File: src/core/bscr_pkg.sv
package bscr_pkg;
	// Register indices (word addresses on the plain port)
	localparam logic [3:0] ADDR_COMMON = 4'h0;
	localparam logic [3:0] ADDR_REF_CSR = 4'h1;
	localparam logic [3:0] ADDR_REF_CNT = 4'h2;
	localparam logic [3:0] ADDR_REF_CONST = 4'h3;
	localparam logic [3:0] ADDR_SDRAM_MODE_AREA2 = 4'h4;
	localparam logic [3:0] ADDR_SDRAM_MODE_AREA3 = 4'h5;
	// Common control field positions
	localparam int IW_HI_BIT = 7;
	localparam int IW_LO_BIT = 6;
	localparam int IW_METHOD_BIT = 5;
	localparam int ONE_BIT = 4;
	localparam int ENDIAN_BIT = 3;
	localparam int HIZMEM_BIT = 1;
	localparam int HIZCNT_BIT = 0;
	// Protection key in upper half of refresh-register writes
	localparam logic [15:0] REF_KEY = 16'ha55a;
	localparam logic [15:0] REF_UPPER_READ = 16'h0000;
	localparam logic [3:0] SIZE_LONG = 4'hf;
	// Idle counts per field code
	localparam logic [2:0] IDLE_00 = 3'h0;
	localparam logic [2:0] IDLE_01 = 3'h1;
	localparam logic [2:0] IDLE_10 = 3'h2;
	localparam logic [2:0] IDLE_11 = 3'h4;
	localparam logic [1:0] IW_RESET = 2'h0;
	localparam logic [15:0] REF_RESET = 16'h0000;
endpackage

File: src/core/bscr_regs.sv
// Operation
// - Refresh writes need 32-bit access and key
// - Refresh reads return zero upper half
// - Mode-space access issues SDRAM mode write
// - Idle cycles after acknowledged-device DMA access
// - Method clear: idle only on bus handover
// - Method set: idle also between repeated accesses
// - Bits 31 to 8 read zero
// - Bit 4 always reads one
// - Endian flag captured at power-on reset
// - Endian flag low pin zero, high one
//
// Chosen here: the placing of the registers and strobed register access.
`timescale 1ns/1ps
`default_nettype none
module bscr_regs
	import bscr_pkg::*;
(
	// Clock and reset
	input wire logic clock,
	input wire logic reset_n,
	input wire logic clock_en,
	// Register port
	input wire logic [3:0] addr,
	input wire logic [31:0] wdata,
	input wire logic [3:0] byte_en,
	input wire logic write_en,
	input wire logic read_en,
	output logic [31:0] rdata,
	// Strap
	input wire logic byte_order_pin,
	// Bus side
	input wire logic dma_single,
	input wire logic dma_ack_done,
	input wire logic next_is_other,
	output logic idle_req,
	output logic [2:0] idle_count,
	output logic sdram_mode_write,
	output logic sdram_mode_area3,
	output logic [15:0] sdram_mode_value,
	output logic little_endian,
	output logic hiz_mem,
	output logic hiz_cnt,
	output logic [15:0] refresh_ctrl_status,
	output logic [15:0] refresh_counter,
	output logic [15:0] refresh_constant
);
	logic [1:0] dma_idle_count;
	logic dma_idle_method;
	logic hiz_mem_q;
	logic hiz_cnt_q;
	logic endian_q;
	logic strap_taken;
	logic key_ok;
	logic [2:0] code_count;
	logic [31:0] next_rdata;

	// Stand-in for the whole-word check; the key guards against stray writes
	assign key_ok = write_en && (byte_en == SIZE_LONG) && (wdata[31:16] == REF_KEY);

	// Caught on the first enabled edge after power-on reset release
	always_ff @(posedge clock or negedge reset_n) begin
		if (!reset_n) begin
			endian_q <= 1'b0;
			strap_taken <= 1'b0;
		end else if (clock_en && !strap_taken) begin
			endian_q <= byte_order_pin;
			strap_taken <= 1'b1;
		end
	end

	always_ff @(posedge clock or negedge reset_n) begin
		if (!reset_n) begin
			dma_idle_count <= IW_RESET;
			dma_idle_method <= 1'b0;
			hiz_mem_q <= 1'b0;
			hiz_cnt_q <= 1'b0;
		end else if (clock_en && write_en && addr == ADDR_COMMON) begin
			dma_idle_count <= wdata[IW_HI_BIT:IW_LO_BIT];
			dma_idle_method <= wdata[IW_METHOD_BIT];
			hiz_mem_q <= wdata[HIZMEM_BIT];
			hiz_cnt_q <= wdata[HIZCNT_BIT];
		end
	end

	always_ff @(posedge clock or negedge reset_n) begin
		if (!reset_n) begin
			refresh_ctrl_status <= REF_RESET;
			refresh_counter <= REF_RESET;
			refresh_constant <= REF_RESET;
		end else if (clock_en && key_ok) begin
			case (addr)
				ADDR_REF_CSR: refresh_ctrl_status <= wdata[15:0];
				ADDR_REF_CNT: refresh_counter <= wdata[15:0];
				ADDR_REF_CONST: refresh_constant <= wdata[15:0];
				default: ;
			endcase
		end
	end

	// Mode values go to the SDRAM itself; nothing is stored here
	always_ff @(posedge clock or negedge reset_n) begin
		if (!reset_n) begin
			sdram_mode_write <= 1'b0;
			sdram_mode_area3 <= 1'b0;
			sdram_mode_value <= REF_RESET;
		end else if (clock_en) begin
			sdram_mode_write <= (write_en || read_en) &&
				(addr == ADDR_SDRAM_MODE_AREA2 || addr == ADDR_SDRAM_MODE_AREA3);
			sdram_mode_area3 <= (addr == ADDR_SDRAM_MODE_AREA3);
			sdram_mode_value <= wdata[15:0];
		end
	end

	always_comb begin
		case (dma_idle_count)
			2'h0: code_count = IDLE_00;
			2'h1: code_count = IDLE_01;
			2'h2: code_count = IDLE_10;
			default: code_count = IDLE_11;
		endcase
	end

	// Software must finish this setup before touching areas other than 0
	always_ff @(posedge clock or negedge reset_n) begin
		if (!reset_n) begin
			idle_req <= 1'b0;
			idle_count <= IDLE_00;
		end else if (clock_en) begin
			idle_req <= dma_single && dma_ack_done && (code_count != IDLE_00) &&
				(next_is_other || dma_idle_method);
			idle_count <= code_count;
		end
	end

	always_comb begin
		next_rdata = 32'h0000_0000;
		case (addr)
			ADDR_COMMON: begin
				next_rdata[IW_HI_BIT:IW_LO_BIT] = dma_idle_count;
				next_rdata[IW_METHOD_BIT] = dma_idle_method;
				next_rdata[ONE_BIT] = 1'b1;
				next_rdata[ENDIAN_BIT] = endian_q;
				next_rdata[HIZMEM_BIT] = hiz_mem_q;
				next_rdata[HIZCNT_BIT] = hiz_cnt_q;
			end
			ADDR_REF_CSR: next_rdata = {REF_UPPER_READ, refresh_ctrl_status};
			ADDR_REF_CNT: next_rdata = {REF_UPPER_READ, refresh_counter};
			ADDR_REF_CONST: next_rdata = {REF_UPPER_READ, refresh_constant};
			default: next_rdata = 32'h0000_0000;
		endcase
	end

	always_ff @(posedge clock or negedge reset_n) begin
		if (!reset_n) begin
			rdata <= 32'h0000_0000;
		end else if (clock_en) begin
			rdata <= read_en ? next_rdata : 32'h0000_0000;
		end
	end

	assign little_endian = endian_q;
	assign hiz_mem = hiz_mem_q;
	assign hiz_cnt = hiz_cnt_q;
endmodule
`default_nettype wire

File: config.mk
export PLATFORM = sky130hd
export DESIGN_NAME = bscr_regs
export DESIGN_NICKNAME = d
export VERILOG_FILES = /design/src/core/bscr_pkg.sv /design/src/core/bscr_regs.sv
export SDC_FILE = /design/constraint.sdc
export NUM_CORES = 1
export LEC_CHECK = 0
export ABC_AREA = 1
export BUFFER_PORTS_ARGS = -buffer_cell sky130_fd_sc_hd__buf_2
export CAP_MARGIN = 40
export CORE_AREA = 2 2 103 105
export CTS_CLUSTER_SIZE = 20
export DETAILED_ROUTE_END_ITERATION = 8
export DIE_AREA = 0 0 105 107
export PLACE_DENSITY = 0.77
export SYNTH_ARGS = -nofsm -noshare
export SYNTH_HDL_FRONTEND = slang
export SYNTH_SLANG_ARGS = --single-unit
File: constraint.sdc
create_clock -name clock -period 1.5 [get_ports clock]
set_clock_uncertainty 0.1 [all_clocks]
set_input_delay 0.15 -clock clock [delete_from_list [all_inputs] [get_ports clock]]
set_output_delay 0.15 -clock clock [all_outputs]
set_load 0.01 [all_outputs]
==> impl_metrics.toml <==
[status]
outcome = "finished, final reports clean"

[yosys]
netlist_area_um2 = 4460
most_instantiated_cells_after_synthesis = "sky130_fd_sc_hd__nand2_1, sky130_fd_sc_hd__dfrtp_1, sky130_fd_sc_hd__nand4_1, sky130_fd_sc_hd__buf_4, sky130_fd_sc_hd__nand3_1"
synth_edf_count = 0
postSynthCellCount = 532
netlist.area_leader.share_pct = 52.2
number_of_warnings_printed_during_yosys_synthesis = 0
ys_types = 23
synth_ff_type = "sky130_fd_sc_hd__dfrtp_1"
ys_seq_area_share_pct = 52.2
synth-seq-cells = 93
yosys-top-cells-area = "sky130_fd_sc_hd__dfrtp_1, sky130_fd_sc_hd__nand2_1, sky130_fd_sc_hd__nand4_1, sky130_fd_sc_hd__buf_4, sky130_fd_sc_hd__nand3_1"
synth_largest_area_cell = "sky130_fd_sc_hd__dfrtp_1"
yosys.cell_count.top_type = "sky130_fd_sc_hd__nand2_1"
synth_async_sr_flop_share_pct = 100
synth.avg_cell_area_um2 = 8.38

[detailed_routing]
initialDrtViolationCount = 404
drt_pass1_iterations = 5
avgRoutedWirePerCell_um = 15.3
via_per_instance_ratio = 5.14
post-route-drc-count = 0
num_vias = 4279
drt-total-wl_um = 12800
antenna_violating_nets_post_route = 0

[critical_path]
timing.critical_path.slowest_stage_cell = "sky130_fd_sc_hd__dfrtp_1"
cpLargestDelayFamily = "flip-flops"
worstSetupEndpointType = "primary output"
worstPathCellList = "buf_2"
slowest_delay_ns = 0.44
arrival_ns = 0.96
cp.buffers_inverters = 1
crit_type = "flip-flop to primary output"
crit_path_start_kind = "flip-flop"
critical_path_required_ns = 1.25
crit_fanout = 3

[clocking]
number_of_setup_buffers_added_after_cts = 0
tritoncts = "built"
clk_sink_count = 93
ctsHtreeMaxLevel = 3
clk_path_buf_depth = 2
clk_latency_ns = 0.37
clk_root_buffer_cell = "sky130_fd_sc_hd__clkbuf_8"
postCtsHoldBufs = 19
cts-resized-gates = 0
cts_made_buffers = 9
path_clk_slew_ns = 0.09

[floorplanning]
die_height_um = 107
floorplan.io_pins = 154
floorplan.die_area_um2 = 11200
rows = 37
die-width_um = 105
core_area_um2 = 10100
initial_core_util_pct = 44.2

[final_layout]
multiInputGateArea_um2 = 1780
layout-drive-gt1-share_pct = 27.8
finalNetCount = 741
flow.area_growth_from_synthesis_pct = 27.1
fill_cells = 933
antenna-diode-count = 0
final-instance-count-excl-fill = 833
ff_latch_area_um2 = 2330

[sta]
max_clock_freq_mhz = 824
setup_viol_count_final = 0
timing.final.max_slew_violations = 0
grt_setup_unrepaired = "false"
tns_ns = 0
timing.hold.ws_ns = 0.0174
min_period_over_period_pct = 80.9
hold_violations = 0
min_period_ns = 1.21

[global_routing]
grt_antenna_before_repair = 0
largest_net_degree_at_the_start_of_global_routing = 39
grt_overflow = 0
number_of_global_route_vias_before_repair = 4005
wire_length_of_the_first_global_routing_pass_um = 20600
grt_use_total_pct = 23.1

[power]
pwr_density_cell_nw_per_um2 = 890
leakage_nw = 3.34
total_power_mw = 5.04
vdd_drop_max_mv = 0.471

[place]
numPortBuffers = 137
dpl.cell_count = 798
gpl.final_weighted_congestion = 0.883
place_hpwl_um = 9420

[worst_hold_path]
hold_path_class = "input port to flip-flop"

[flow_run]
cap_viol_max_count = 0
state kept, by name, summed over array words and instances (netlist names):
signal	count
sdram_mode_write	1
dma_idle_method	1
sdram_mode_value	16
little_endian	1
refresh_ctrl_status	16
idle_count	3
idle_req	1
strap_taken	1
hiz_cnt	1
hiz_mem	1
refresh_counter	16
refresh_constant	16
dma_idle_count	2
sdram_mode_area3	1
rdata	16
cell usage in the layout, fill, tap and decap left out, types with 16 or more instances in the layout:
cell type and n:
sky130_fd_sc_hd__nand2_1 253, sky130_fd_sc_hd__buf_2 136, sky130_fd_sc_hd__dfrtp_1 93, sky130_fd_sc_hd__nand4_1 53
sky130_fd_sc_hd__nand3_1 21, sky130_fd_sc_hd__inv_1 20, sky130_fd_sc_hd__o21ai_0 20, sky130_fd_sc_hd__buf_4 20
sky130_fd_sc_hd__dlygate4sd3_1 19, sky130_fd_sc_hd__conb_1 16
power by group:
part	total [mW]	internal (mW)	switching, mW	leakage, nW
sequential	2.64	2.58	0.0510	1.26
combinational	0.544	0.208	0.336	1.97
clock	1.86	0.957	0.908	0.109
worst min-delay path: cells and delay by family:
family / cells / cell delay [ns]
simple gates: 2 / 0.14
buf+inv: 1 / 0.15
layer usage:
layer  share of wire [%]  global-route usage [%]
met5                   0                       0
met4                 2.9                    9.05
met3                 8.4                    5.11
met2                  46                    35.3
met1                  42                    32.1
cell type report:
class                   count  area share [%]
clock inverters             6            1.70
flip-flops and latches     93            41.1
repair buffers            178            19.1
inverters                  24            1.59
multi-input cells         386            31.3
well taps                 136            3.00
clock buffers              10            2.25
worst paths after layout:
check / startpoint / end / slack, ns / depth (start not counted)
min in group asynchronous: reset_n / strap_taken / 0.16 / 2
max in group asynchronous: reset_n / refresh_counter[12] / 0.62 / 3
setup / recovery: refresh_constant[4] / refresh_constant[4] / 0.29 / 1
setup reg to reg: dma_idle_count[0] / rdata[6] / 0.39 / 4
hold reg to reg: sdram_mode_value[4] / sdram_mode_value[4] / 0.38 / 2
hold / removal: wdata[7] / refresh_counter[7] / 0.02 / 3
metrics by stage:
step | utilization, % | instance area, µm² | setup slack (ns)
2_1_floorplan | - | 4520 | 0.299
3_3_place_gp | 52.1 | 5260 | 0.0721
3_5_place_dp | 52.1 | 5260 | 0.0139
4_1_cts | 56.2 | 5670 | 0.283
5_1_grt | 56.2 | 5670 | 0.265
6_report | 56.2 | 5670 | 0.287
logic make-up after synthesis:
family | share of synthesized area [%]
flip-flops | 52.2
buffers and inverters | 9.23
other | 0.0841
AO/OA/AOI/OAI | 2.81
AND/OR/NAND/NOR | 35.7
Power figures use the tool's default switching activity.
